**src/include/or_return_rotate_defs.svh**
```systemverilog
`ifndef OR_RETURN_ROTATE_DEFS_SVH
`define OR_RETURN_ROTATE_DEFS_SVH

`define ORR_DATA_W 8
`define ORR_ADDR_W 8
`define ORR_PC_W 12
`define ORR_MSB 7
`define ORR_ACC_RESET 8'h00
`define ORR_PC_RESET 12'h000
`define ORR_INT_VECTOR 12'h004
`define ORR_GIE_RESET 1'b0
`define ORR_ZERO_RESET 1'b0

`endif

```
**src/include/or_return_rotate_pkg.sv**
```systemverilog
`include "or_return_rotate_defs.svh"

package or_return_rotate_pkg;

   typedef enum logic [2:0] {
      OP_OR_IMMEDIATE,
      OP_OR_TO_MEMORY,
      OP_RETURN,
      OP_RETURN_WITH_LITERAL,
      OP_RETURN_FROM_INTERRUPT,
      OP_ROTATE_LEFT
   } op_t;

   typedef enum logic [1:0] {
      ST_IDLE,
      ST_READ,
      ST_WRITE
   } exec_state_t;

   typedef logic [`ORR_DATA_W-1:0] byte_t;
   typedef logic [`ORR_PC_W-1:0] pc_t;

endpackage : or_return_rotate_pkg

```
**src/logic/or_rotate_unit.sv**
```systemverilog
`timescale 1ns/1ns
`include "or_return_rotate_defs.svh"

module or_rotate_unit
   import or_return_rotate_pkg::*;
(
   input wire byte_t acc_i,
   input wire byte_t operand_i,
   output byte_t or_o,
   output byte_t rol_o,
   output logic or_zero_o
);

   assign or_o = acc_i | operand_i;
   assign or_zero_o = (or_o == `ORR_ACC_RESET);

   // Bit i moves to bit i+1, top bit wraps to bit 0
   genvar i;
   generate
      for (i = 0; i < `ORR_DATA_W; i = i + 1) begin : g_rol
         if (i == 0) begin : g_wrap
            assign rol_o[0] = operand_i[`ORR_MSB];
         end else begin : g_shift
            assign rol_o[i] = operand_i[i-1];
         end
      end
   endgenerate

endmodule : or_rotate_unit

```
**src/logic/or_return_rotate_exec.sv**
```systemverilog
`timescale 1ns/1ns
`include "or_return_rotate_defs.svh"

// Behaviour
// - OR immediate: accumulator gets accumulator OR immediate, zero flag updated.
// - OR to memory: memory byte gets accumulator OR byte, accumulator kept.
// - Plain return: program counter popped from stack, flags untouched.
// - Literal return: pop program counter, load immediate into accumulator, flags kept.
// - Interrupt return: pop program counter, set global interrupt enable, flags kept.
// - Pending interrupt after interrupt return is serviced before the main program.
// - Rotate left: memory byte rotated in place, bit 7 to bit 0, flags kept.
// - Global interrupt enable gates every interrupt entry.
module or_return_rotate_exec
   import or_return_rotate_pkg::*;
(
   input wire logic clk_i,
   input wire logic rst_i,
   input wire logic op_valid_i,
   input wire op_t op_code_i,
   input wire byte_t imm_i,
   input wire logic [`ORR_ADDR_W-1:0] mem_addr_i,
   output logic op_ready_o,
   output logic done_o,
   output logic mem_rd_o,
   output logic mem_we_o,
   output logic [`ORR_ADDR_W-1:0] mem_addr_o,
   output byte_t mem_wdata_o,
   input wire byte_t mem_rdata_i,
   input wire pc_t pc_i,
   input wire pc_t stack_top_i,
   output logic stack_pop_o,
   output logic stack_push_o,
   output pc_t stack_wdata_o,
   input wire logic irq_pending_i,
   output logic int_entry_o,
   output pc_t pc_o,
   output logic pc_load_o,
   output byte_t acc_o,
   output logic zero_flag_o,
   output logic global_interrupt_enable_o
);

   ////////////////////////////////////////////////////////////////////////////////
   // Declarations

   exec_state_t state_r;
   exec_state_t state_nxt;
   op_t mem_op_r;
   logic [`ORR_ADDR_W-1:0] mem_addr_r;
   byte_t mem_wdata_r;
   logic mem_we_r;
   byte_t acc_r;
   logic zero_r;
   logic gie_r;
   pc_t pc_r;
   logic pc_load_r;
   logic pop_r;
   logic push_r;
   pc_t push_data_r;
   logic int_entry_r;
   logic done_r;
   logic irq_take;
   logic op_take;
   logic is_mem_op;
   byte_t or_imm;
   byte_t or_mem;
   byte_t rol_mem;
   logic zero_imm;
   logic zero_mem;

   ////////////////////////////////////////////////////////////////////////////////
   // Datapath

   or_rotate_unit u_imm_unit (
      .acc_i(acc_r),
      .operand_i(imm_i),
      .or_o(or_imm),
      .rol_o(),
      .or_zero_o(zero_imm)
   );

   // Memory byte arrives one cycle after the read strobe
   or_rotate_unit u_mem_unit (
      .acc_i(acc_r),
      .operand_i(mem_rdata_i),
      .or_o(or_mem),
      .rol_o(rol_mem),
      .or_zero_o(zero_mem)
   );

   ////////////////////////////////////////////////////////////////////////////////
   // Issue control

   // Interrupt entry outranks a new instruction, so a request left pending
   // by the interrupt return is serviced before the next main-program op
   assign irq_take = (state_r == ST_IDLE) && gie_r && irq_pending_i;
   assign op_ready_o = (state_r == ST_IDLE) && !irq_take;
   assign op_take = op_valid_i && op_ready_o;
   assign is_mem_op = (op_code_i == OP_OR_TO_MEMORY) || (op_code_i == OP_ROTATE_LEFT);

   always_comb begin
      state_nxt = state_r;
      unique case (state_r)
         ST_IDLE: begin
            if (op_take && is_mem_op) begin
               state_nxt = ST_READ;
            end
         end
         ST_READ: begin
            state_nxt = ST_WRITE;
         end
         ST_WRITE: begin
            state_nxt = ST_IDLE;
         end
         default: begin
            state_nxt = ST_IDLE;
         end
      endcase
   end

   always_ff @(posedge clk_i or posedge rst_i) begin
      if (rst_i) begin
         state_r <= ST_IDLE;
      end else begin
         state_r <= state_nxt;
      end
   end

   always_ff @(posedge clk_i or posedge rst_i) begin
      if (rst_i) begin
         mem_op_r <= OP_OR_TO_MEMORY;
         mem_addr_r <= '0;
      end else if (op_take && is_mem_op) begin
         mem_op_r <= op_code_i;
         mem_addr_r <= mem_addr_i;
      end
   end

   ////////////////////////////////////////////////////////////////////////////////
   // Memory write-back

   always_ff @(posedge clk_i or posedge rst_i) begin
      if (rst_i) begin
         mem_we_r <= 1'b0;
         mem_wdata_r <= `ORR_ACC_RESET;
      end else begin
         mem_we_r <= 1'b0;
         if (state_r == ST_WRITE) begin
            mem_we_r <= 1'b1;
            if (mem_op_r == OP_ROTATE_LEFT) begin
               mem_wdata_r <= rol_mem;
            end else begin
               mem_wdata_r <= or_mem;
            end
         end
      end
   end

   ////////////////////////////////////////////////////////////////////////////////
   // Accumulator and zero flag

   always_ff @(posedge clk_i or posedge rst_i) begin
      if (rst_i) begin
         acc_r <= `ORR_ACC_RESET;
      end else if (op_take) begin
         if (op_code_i == OP_OR_IMMEDIATE) begin
            acc_r <= or_imm;
         end else if (op_code_i == OP_RETURN_WITH_LITERAL) begin
            acc_r <= imm_i;
         end
      end
   end

   // Returns and rotate leave the flag alone
   always_ff @(posedge clk_i or posedge rst_i) begin
      if (rst_i) begin
         zero_r <= `ORR_ZERO_RESET;
      end else if (op_take && (op_code_i == OP_OR_IMMEDIATE)) begin
         zero_r <= zero_imm;
      end else if ((state_r == ST_WRITE) && (mem_op_r == OP_OR_TO_MEMORY)) begin
         zero_r <= zero_mem;
      end
   end

   ////////////////////////////////////////////////////////////////////////////////
   // Program counter and stack

   always_ff @(posedge clk_i or posedge rst_i) begin
      if (rst_i) begin
         pc_r <= `ORR_PC_RESET;
         pc_load_r <= 1'b0;
         pop_r <= 1'b0;
      end else begin
         pc_load_r <= 1'b0;
         pop_r <= 1'b0;
         if (irq_take) begin
            pc_r <= `ORR_INT_VECTOR;
            pc_load_r <= 1'b1;
         end else if (op_take && ((op_code_i == OP_RETURN) ||
                                  (op_code_i == OP_RETURN_WITH_LITERAL) ||
                                  (op_code_i == OP_RETURN_FROM_INTERRUPT))) begin
            pc_r <= stack_top_i;
            pc_load_r <= 1'b1;
            pop_r <= 1'b1;
         end
      end
   end

   // Return address pushed so the interrupted code resumes afterwards
   always_ff @(posedge clk_i or posedge rst_i) begin
      if (rst_i) begin
         push_r <= 1'b0;
         push_data_r <= `ORR_PC_RESET;
         int_entry_r <= 1'b0;
      end else begin
         push_r <= irq_take;
         int_entry_r <= irq_take;
         if (irq_take) begin
            push_data_r <= pc_i;
         end
      end
   end

   ////////////////////////////////////////////////////////////////////////////////
   // Global interrupt enable

   // Entry and interrupt return never share a cycle, so no set/clear clash
   always_ff @(posedge clk_i or posedge rst_i) begin
      if (rst_i) begin
         gie_r <= `ORR_GIE_RESET;
      end else if (op_take && (op_code_i == OP_RETURN_FROM_INTERRUPT)) begin
         gie_r <= 1'b1;
      end else if (irq_take) begin
         gie_r <= 1'b0;
      end
   end

   ////////////////////////////////////////////////////////////////////////////////
   // Completion

   always_ff @(posedge clk_i or posedge rst_i) begin
      if (rst_i) begin
         done_r <= 1'b0;
      end else begin
         done_r <= (op_take && !is_mem_op) || (state_r == ST_WRITE);
      end
   end

   assign done_o = done_r;
   assign mem_rd_o = (state_r == ST_READ);
   assign mem_we_o = mem_we_r;
   assign mem_addr_o = mem_addr_r;
   assign mem_wdata_o = mem_wdata_r;
   assign stack_pop_o = pop_r;
   assign stack_push_o = push_r;
   assign stack_wdata_o = push_data_r;
   assign int_entry_o = int_entry_r;
   assign pc_o = pc_r;
   assign pc_load_o = pc_load_r;
   assign acc_o = acc_r;
   assign zero_flag_o = zero_r;
   assign global_interrupt_enable_o = gie_r;

endmodule : or_return_rotate_exec

```
**config.mk**
```make
export PLATFORM = sky130hd
export DESIGN_NAME = or_return_rotate_exec
export DESIGN_NICKNAME = d
export VERILOG_FILES = /design/src/include/or_return_rotate_pkg.sv /design/src/logic/or_rotate_unit.sv /design/src/logic/or_return_rotate_exec.sv
export VERILOG_INCLUDE_DIRS = /design/src /design/src/include
export SDC_FILE = /design/constraint.sdc
export NUM_CORES = 1
export LEC_CHECK = 0
export ABC_AREA = 1
export BUFFER_PORTS_ARGS = -buffer_cell sky130_fd_sc_hd__buf_2
export CAP_MARGIN = 30
export CORE_AREA = 2 2 73 75
export CTS_BUF_LIST = sky130_fd_sc_hd__clkbuf_8
export CTS_CLUSTER_DIAMETER = 100
export DETAILED_ROUTE_END_ITERATION = 6
export DIE_AREA = 0 0 75 77
export GPL_ROUTABILITY_DRIVEN = 1
export GPL_TIMING_DRIVEN = 1
export PLACE_DENSITY = 0.95
export SETUP_SLACK_MARGIN = 0.15
export SYNTH_ARGS = -nofsm -noshare
export SYNTH_HDL_FRONTEND = slang
export SYNTH_SLANG_ARGS = --single-unit
```
**constraint.sdc**
```tcl
create_clock -name clk_i -period 2.9 [get_ports clk_i]
set_input_delay 0.29 -clock clk_i [delete_from_list [all_inputs] [get_ports clk_i]]
set_output_delay 0.29 -clock clk_i [all_outputs]
set_load 0.005 [all_outputs]
```
==> results of run 1 <==
[registers in the layout, summed over array words and instances, names as in the netlist, 2 cells and up]
| signal | cells |
|---|---|
| mem_addr_o | 8 |
| state_r | 2 |
| mem_op_r | 3 |
| mem_wdata_o | 8 |
| acc_o | 8 |
| stack_wdata_o | 12 |
| pc_o | 12 |
[final cells by class]
| class | count | area share [%] |
|---|---|---|
| multi-input combinational | 214 | 28.0 |
| tap | 70 | 2.58 |
| clock buffer | 10 | 4.06 |
| sequential | 60 | 44.3 |
| clock inverter | 6 | 1.88 |
| inverter | 17 | 1.88 |
| timing repair buffer | 115 | 17.3 |
[synth_stat cells (3+ instances only)]
cell,count
a21oi_1,6
buf_2,5
dfrtp_1,59
inv_1,15
nand2_1,124
nand3_1,17
nor2_1,25
o21ai_0,25
o21ai_1,3
[path summary, 6_finish.rpt]
kind,from,end,slack (ns),cells after the start
hold reg to reg,stack_wdata_o[8],stack_wdata_o[8],0.47,2
hold / removal,pc_i[10],stack_wdata_o[10],0.15,3
setup reg to reg,state_r[1],mem_addr_o[2],1.01,6
setup / recovery,state_r[1],mem_addr_o[2],1.01,6
max in group asynchronous,rst_i,mem_wdata_o[4],1.73,4
min in group asynchronous,rst_i,stack_wdata_o[2],0.48,3
[per-layer routing]
metal | routed length [um] | track usage [%]
met2 | 3230 | 38.2
met1 | 2580 | 28.9
met4 | 201 | 12.9
met3 | 275 | 5.26
met5 | 0 | 0
[cell families after synthesis]
group / Yosys count / share of synthesized area, %
flip-flops: 60 / 58.2
AND/OR/NAND/NOR: 178 / 29.7
buffers and inverters: 27 / 5.04
AO/OA/AOI/OAI: 36 / 7.08
[worst max-delay path, cell delays in order (launching register included)]
cell and delay, ns:
dfrtp_1 0.46, nor2_2 0.17, nand3_2 0.27, nor3_4 0.47, inv_1 0.24, nand2_1 0.12
nand2_1 0.06
[stage by stage]
step / setup WS (ns) / hold WS [ns] / utilization [%] / total power (uW) / std cells
floorplan: 1.13 / 0.407 / - / 1770 / 301
global placement: 1.12 / 0.268 / 63.9 / 2170 / 475
detailed placement: 0.993 / 0.282 / 63.9 / 2220 / 475
CTS: 1.01 / 0.144 / 68.1 / 2970 / 492
global route: 0.857 / 0.156 / 68.1 / 3160 / 492
finish: 1.01 / 0.155 / 68.1 / 2940 / 492
[where the power goes]
part | internal [uW] | switching, uW | leakage (uW) | total [uW]
Clock | 418 | 322 | 0.0000983 | 739
Sequential | 1140 | 187 | 0.000749 | 1330
Combinational | 386 | 490 | 0.00110 | 877
[timing repair]
action,in CTS,in global routing
resized for setup,0,0
hold endpoints to repair,16,0
hold buffers,1,0
==> results.py, run 1 <==
metrics = {
    "run_status": {
        "status": "completed",
    },
    "cts": {
        "numCtsBuffers": 9,
        "cts_buffer_depth": 2,
        "cts_tree": "yes",
        "clk_latency_ns": 0.33,
        "root_buffer": "clkbuf_8",
        "h-tree-depth": 3,
        "clock-sinks": 60,
        "postCtsSetupBuffers": 0,
        "clk_pin_slew_ns": 0.07,
    },
    "drt": {
        "totalWireLength_um": 6280,
        "antenna_left": 0,
        "wl_per_cell_um": 12.8,
        "drc": 0,
        "viasPerCell": 4.91,
        "drtPass1Iterations": 4,
        "vias": 2418,
        "drtIter0Drc": 100,
    },
    "timing": {
        "post-route-period-util_pct": 65.1,
        "slew_viol_final": 0,
        "period_needed_ns": 1.89,
        "fin_tns_setup_ns": 0,
        "rsz0062_at_grt": "no",
        "setup_viol": 0,
        "finalHoldViolations": 0,
        "max_freq_mhz": 530,
        "fin_worst_skew_ns": 0.00654,
        "tightest_slew_ns": 0.532,
        "slew_headroom_pct": 64.4,
    },
    "floorplanning": {
        "die-height_um": 77,
        "core_um2": 4980,
        "start_util_pct": 51.9,
        "pin_count": 113,
        "row_count": 26,
        "die_area_um2": 5780,
        "dieWidth_um": 75,
    },
    "placed_design": {
        "placed_area_um2": 3180,
        "dp_hpwl_um": 4700,
        "numPortBuffers": 112,
        "place_congestion": 0.952,
    },
    "synth": {
        "synth_area_leader_cell": "dfrtp_1",
        "synth.distinct_cells": 23,
        "synth_area_per_cell_um2": 8.58,
        "ys_seq_area_share_pct": 58.2,
        "synth-edff-count": 0,
        "synth_nets": 356,
        "syn_area_um2": 2580,
        "synthCells": 301,
        "synth_seq_cells": 60,
        "yosysWarningCount": 0,
        "synth_ff_type": "dfrtp_1",
        "synthArstFlopShare_pct": 100,
        "synth_top_area_share_pct": 57.2,
        "synth_area_leaders": "dfrtp_1 (57%), nand2_1 (18%), o21ai_0 (4.8%)",
    },
    "power": {
        "p_leak_uw": 0.00195,
        "ir_drop_mv": 0.527,
        "power_density_nw_per_um2": 869,
    },
    "final_layout": {
        "layout_commonest_cell": "nand2_1",
        "antenna-diode-count": 0,
        "final_cell_mix": "nand2_1 (124), buf_2 (112), dfrtp_1 (59)",
        "multi_input_area_um2": 948,
        "drive_above_1_share_pct": 34.4,
        "final_area_um2": 3390,
        "nFillCells": 388,
        "num-nets-final": 472,
        "regArea_um2": 1500,
        "area_delta_synth_final_pct": 31.3,
    },
    "setup_path": {
        "crit_type": "flip-flop to flip-flop",
        "required_ns": 3.12,
        "arrival_ns": 2.10,
        "crit_path_start_kind": "flip-flop",
        "cp_max_fo": 14,
        "worst_setup_path_end_kind": "flip-flop",
    },
    "hold_path": {
        "hold_path.class": "input port to flip-flop",
    },
    "global_routing": {
        "grt_pass1_vias": 2358,
        "grt_overflow": 0,
        "grt_util_all_layers_pct": 23.7,
        "grt_antenna_before_repair": 0,
        "grt_max_degree": 29,
        "grt_pass1_wl_um": 10500,
    },
    "job": {
        "cap_viol_max_count": 0,
    },
}
Note: power is estimated with default switching activity, not from simulation.
==> run 2: changes to the inputs <==
--- a/config.mk
+++ b/config.mk
@@ -9,14 +9,14 @@
 export ABC_AREA = 1
 export BUFFER_PORTS_ARGS = -buffer_cell sky130_fd_sc_hd__buf_2
 export CAP_MARGIN = 30
-export CORE_AREA = 2 2 73 75
+export CORE_AREA = 2 2 76 78
 export CTS_BUF_LIST = sky130_fd_sc_hd__clkbuf_8
 export CTS_CLUSTER_DIAMETER = 100
 export DETAILED_ROUTE_END_ITERATION = 6
-export DIE_AREA = 0 0 75 77
+export DIE_AREA = 0 0 78 80
 export GPL_ROUTABILITY_DRIVEN = 1
 export GPL_TIMING_DRIVEN = 1
-export PLACE_DENSITY = 0.95
+export PLACE_DENSITY = 0.89
 export SETUP_SLACK_MARGIN = 0.15
 export SYNTH_ARGS = -nofsm -noshare
 export SYNTH_HDL_FRONTEND = slang
==> constraint.sdc (replaced) <==
create_clock -name clk_i -period 1.9 [get_ports clk_i]
set_input_delay 0.19 -clock clk_i [delete_from_list [all_inputs] [get_ports clk_i]]
set_output_delay 0.19 -clock clk_i [all_outputs]
set_load 0.005 [all_outputs]
==> run 2 against run 1 <==
Net effect: clock skew barely moved; design area rose by 0.30%; sequential cell count did not move; clock power rose by 37%; setup slack got worse by 0.61 ns; critical path depth rose by 1; register-to-register slack got worse by 0.61 ns; non-clock buffer count rose by 2; die area rose by 8.1%; count of clock-buffer cells in the layout rose by 2; worst hold slack got worse by 0.098 ns.
==> results.py, run 2 (synthesis results as in run 1) <==
metrics = {
    "drt": {
        "drc": 0,
        "viasPerCell": 4.82,
        "drtPass1Iterations": 4,
        "vias": 2392,
        "drtIter0Drc": 135,
        "totalWireLength_um": 6080,
        "wl_per_cell_um": 12.3,
        "antenna_left": 0,
    },
    "floorplanning": {
        "core_um2": 5410,
        "start_util_pct": 47.8,
        "row_count": 27,
        "pin_count": 113,
        "die_area_um2": 6240,
        "die-height_um": 80,
        "dieWidth_um": 78,
    },
    "global_routing": {
        "grt_util_all_layers_pct": 20.8,
        "grt_pass1_wl_um": 9890,
        "grt_overflow": 0,
        "grt_pass1_vias": 2245,
        "grt_antenna_before_repair": 0,
        "grt_max_degree": 43,
    },
    "placed_design": {
        "dp_hpwl_um": 4530,
        "place_congestion": 0.884,
        "placed_area_um2": 3210,
        "numPortBuffers": 112,
        "dp_cells": 479,
        "post-place-ws_ns": 0.417,
    },
    "setup_path": {
        "cp_max_fo": 14,
        "arrival_ns": 1.75,
        "required_ns": 2.15,
        "worstSetupStartpoint": "state_r[1]",
        "crit_type": "flip-flop to flip-flop",
        "r2r_slack_ns": 0.40,
        "worst_setup_path_end_kind": "flip-flop",
        "crit_path_start_kind": "flip-flop",
        "rr_startpoint": "state_r[1]",
    },
    "power": {
        "p_leak_uw": 0.00197,
        "p_sw_share_pct": 33.5,
        "ir_drop_mv": 0.535,
        "intPower_uw": 2910,
        "power_density_nw_per_um2": 1290,
        "comb_power_share_pct": 30.5,
        "seqPwrFrac_pct": 46.5,
        "clockPowerShare_pct": 23.0,
        "power.switching_uw": 1460,
    },
    "cts": {
        "numCtsBuffers": 9,
        "cts_resized": 0,
        "clock-sinks": 60,
        "clk_pin_slew_ns": 0.06,
        "cts_tree": "yes",
        "root_buffer": "clkbuf_8",
        "h-tree-depth": 3,
        "clk_latency_ns": 0.33,
        "cts_buffer_depth": 2,
    },
    "final_layout": {
        "num-nets-final": 474,
        "area_delta_synth_final_pct": 31.7,
        "drive_above_1_share_pct": 34.0,
        "layout_commonest_cell": "nand2_1",
        "final_area_um2": 3400,
        "final_cells": 496,
        "antenna-diode-count": 0,
        "final_core_util_pct": 62.9,
        "nFillCells": 484,
        "final_cell_mix": "nand2_1 (124), buf_2 (112), dfrtp_1 (59)",
    },
    "hold_path": {
        "worstHoldStart": "pc_i[10]",
        "hold_path.class": "input port to flip-flop",
    },
    "timing": {
        "finalHoldViolations": 0,
        "slew_viol_final": 0,
        "fin_tns_setup_ns": 0,
        "rsz0062_at_grt": "no",
        "period_needed_ns": 1.50,
        "post-route-period-util_pct": 78.9,
        "max_freq_mhz": 667,
        "fin_ws_ns": 0.402,
        "slew_headroom_pct": 67.8,
        "tightest_slew_ns": 0.481,
        "fin_worst_skew_ns": 0.00655,
        "setup_viol": 0,
    },
    "job": {
        "cap_viol_max_count": 0,
    },
    "run_status": {
        "status": "completed",
    },
}
==> run 2: cell type report <==
type                       count  area, um^2  share of cell area, %
clock inverter                 4        16.3                  0.478
clock buffer                  12         165                   4.86
multi-input combinational    214         948                   27.9
inverter                      17        63.8                   1.88
timing repair buffer         117         613                   18.0
tap                           72        90.1                   2.65
sequential                    60        1500                   44.2
==> run 2: critical path, stage by stage (launching register included) <==
cell     delay [ns]
dfrtp_1        0.45
nor2_2         0.17
nand2_1        0.09
nor2_2         0.12
nand2_2        0.18
inv_2          0.23
nor2_1         0.06
o21ai_1        0.12
==> run 2: routing by layer <==
layer | share of wire, % | GRT usage (%) | routed length [um]
met5 | 0 | 0 | 0
met4 | 2.3 | 10.5 | 142
met3 | 5.9 | 6.33 | 358
met2 | 49 | 33.1 | 2970
met1 | 43 | 25.6 | 2610
==> run 2: path summary, 6_finish.rpt <==
path,end,cells after the start
hold reg to reg,stack_wdata_o[9],2
setup / recovery,pc_o[2],7
min in group asynchronous,acc_o[6],3
setup reg to reg,pc_o[2],7
hold / removal,stack_wdata_o[10],3
max in group asynchronous,mem_op_r[0],4
==> run 2: stage by stage <==
step	hold WS, ns	total power [uW]
5_1_grt	0.0406	4710
6_report	0.0563	4370
3_3_place_gp	0.204	3320
2_1_floorplan	0.307	2700
4_1_cts	0.0419	4420
3_5_place_dp	0.210	3390
==> run 2: what timing repair did <==
action | 4_1_cts | 5_1_grt
buffers inserted | 0 | 0
hold endpoints to repair | 18 | 0
hold buffers | 1 | 0
==> run 2: power by group through the flow <==
| stage | registers [uW] | clock network, uW | logic (uW) |
|---|---|---|---|
| 2_1_floorplan | 2060 | 0 | 643 |
| 3_3_place_gp | 2030 | 0 | 1290 |
| 3_5_place_dp | 2040 | 0 | 1350 |
| 4_1_cts | 2030 | 1040 | 1360 |
| 5_1_grt | 2080 | 1110 | 1520 |
| 6_report | 2030 | 1010 | 1340 |
==> run 3: changes to the inputs <==
==> constraint.sdc (replaced) <==
create_clock -name clk_i -period 1.56 [get_ports clk_i]
set_input_delay 0.156 -clock clk_i [delete_from_list [all_inputs] [get_ports clk_i]]
set_output_delay 0.156 -clock clk_i [all_outputs]
set_load 0.005 [all_outputs]
==> run 3 against run 2 <==
Net effect: largest power group unchanged; core utilization up 3.0 points; setup slack got worse by 0.18 ns; count of clock-buffer cells in the layout fell by 2; register-to-register slack lost 0.16 ns; first-iteration DRC count is 74% higher; routed wire length is 1.9% higher; cell count is 0.81% higher; clock power rose by 70%; largest cell class unchanged; critical path depth down 3; worst hold slack worse by 0.034 ns; clock skew grew 0.0027 ns; sequential cell count did not move.
==> results.py, run 3 (synthesis results as in run 1) <==
metrics = {
    "setup_path": {
        "crit_type": "flip-flop to output pin",
        "worstSetupStartpoint": "state_r[1]",
        "worst_setup_path_end_kind": "output pin",
        "arrival_ns": 1.18,
        "crit_chain": "nor2_4 > nand2_2 > inv_1 > buf_2",
        "cp_max_fo": 5,
        "cpMaxStageDelayCell": "dfrtp_2",
        "rr_startpoint": "state_r[1]",
        "crit_path_start_kind": "flip-flop",
        "slowest_delay_ns": 0.47,
        "required_ns": 1.40,
    },
    "power": {
        "p_leak_uw": 0.00202,
        "p_sw_share_pct": 32.0,
        "intPower_uw": 4000,
        "ir_drop_mv": 0.879,
        "seqPwrFrac_pct": 42.0,
        "power_density_nw_per_um2": 1650,
        "power.switching_uw": 1880,
        "clockPowerShare_pct": 29.2,
        "comb_power_share_pct": 28.8,
    },
    "timing": {
        "tightest_slew_ns": 0.497,
        "holdWs_ns": 0.0227,
        "fin_worst_skew_ns": 0.00926,
        "finalHoldViolations": 0,
        "max_freq_mhz": 747,
        "slew_viol_final": 0,
        "period_needed_ns": 1.34,
        "slew_headroom_pct": 66.8,
        "fin_ws_ns": 0.222,
        "post-route-period-util_pct": 85.8,
        "fin_tns_setup_ns": 0,
        "setup_viol": 0,
        "rsz0062_at_grt": "no",
    },
    "drt": {
        "antenna_left": 0,
        "totalWireLength_um": 6190,
        "drtPass1Iterations": 4,
        "drtIter0Drc": 235,
        "drc": 0,
        "wl_per_cell_um": 12.4,
        "viasPerCell": 4.86,
        "vias": 2431,
    },
    "placed_design": {
        "dp_cells": 482,
        "numPortBuffers": 112,
        "place_congestion": 0.914,
        "placed_area_um2": 3230,
        "dp_hpwl_um": 4670,
        "post-place-ws_ns": 0.0854,
    },
    "cts": {
        "cts_buffer_depth": 2,
        "postCtsSetupBuffers": 0,
        "h-tree-depth": 3,
        "clk_pin_slew_ns": 0.07,
        "clock-sinks": 60,
        "clk_latency_ns": 0.33,
        "cts_tree": "yes",
        "numCtsBuffers": 9,
        "root_buffer": "clkbuf_8",
    },
    "floorplanning": {
        "core_um2": 5410,
        "row_count": 27,
        "die-height_um": 80,
        "die_area_um2": 6240,
        "dieWidth_um": 78,
        "start_util_pct": 47.8,
        "pin_count": 113,
    },
    "final_layout": {
        "nFillCells": 449,
        "final_cell_mix": "nand2_1 (121), buf_2 (112), dfrtp_1 (57)",
        "final_cells": 500,
        "area_delta_synth_final_pct": 38.0,
        "layout_commonest_cell": "nand2_1",
        "num-nets-final": 478,
        "final_area_um2": 3560,
        "antenna-diode-count": 0,
        "drive_above_1_share_pct": 36.7,
    },
    "global_routing": {
        "grt_overflow": 0,
        "grt_util_all_layers_pct": 20.5,
        "grt_pass1_vias": 2194,
        "grt_antenna_before_repair": 0,
        "grt_max_degree": 27,
        "grt_pass1_wl_um": 9900,
    },
    "run_status": {
        "status": "completed",
    },
    "job": {
        "cap_viol_max_count": 0,
    },
    "hold_path": {
        "worstHoldStart": "pc_i[11]",
        "hold_path.class": "input port to flip-flop",
    },
}
[run 3: changes by cell type in the layout (fill, tap and decap cells not counted), sizes merged]
| cell | change |
|---|---|
| buf | +3 |
| clkbuf | -2 |
| bufinv | +3 |
| clkinvlp | +2 |
| clkinv | +1 |
| inv | -4 |
| nor2 | +1 |
[run 3: layout make-up]
cell class,count,area [um^2],share of cell area (%)
sequential,60,1510,42.3
multi-input combinational,215,995,27.9
timing repair buffer,120,647,18.2
clock buffer,10,138,3.87
clock inverter,6,111,3.13
tap,72,90.1,2.53
inverter,17,75.1,2.11
[run 3: power groups by stage]
stage	clock, uW	sequential (uW)	combinational [uW]
2_1_floorplan	0	2510	784
3_3_place_gp	0	2470	1600
3_5_place_dp	0	2480	1670
4_1_cts	1740	2460	1680
5_1_grt	1820	2540	1920
6_report	1720	2470	1690
[run 3: metal layers]
| metal | part of all wire [%] | vias to the layer above | track usage [%] | routed length (um) |
|---|---|---|---|---|
| li1 | - | 1195 | - | - |
| met2 | 49 | 99 | 32.9 | 3010 |
| met3 | 6.1 | 12 | 3.73 | 380 |
| met4 | 1.8 | 0 | 11.1 | 113 |
| met5 | 0 | - | 0 | 0 |
| met1 | 43 | 1125 | 26.5 | 2690 |
[run 3: final timing paths]
path                                      to  slack, ns  depth (start not counted)
max                               op_ready_o       0.22                          4
min                        stack_wdata_o[11]       0.02                          3
max reg2reg                         acc_o[2]       0.24                          6
min reg2reg                 stack_wdata_o[9]       0.47                          2
max in group asynchronous      mem_addr_o[1]       0.66                          4
min in group asynchronous        mem_op_r[1]       0.42                          3
[run 3: timing repair]
item                                    4_1_cts  5_1_grt
cloned                                        0        1
endpoints found under the hold margin        17        0
pin swaps                                     0        4
endpoints found under the setup margin       12       29
hold buffers                                  1        0
resized for setup                             2       17
[run 3: critical path, delay by kind of cell, from the launching register on]
kind,cells,cell delay [ns]
buf+inv,2,0.16
simple gates,2,0.23
flops,1,0.47
[run 3: stage by stage]
step | util [%] | power, uW
floorplan | - | 3290
detailed placement | 59.8 | 4150
finish | 65.9 | 5890
global placement | 59.8 | 4070
global route | 65.9 | 6280
CTS | 64.8 | 5880
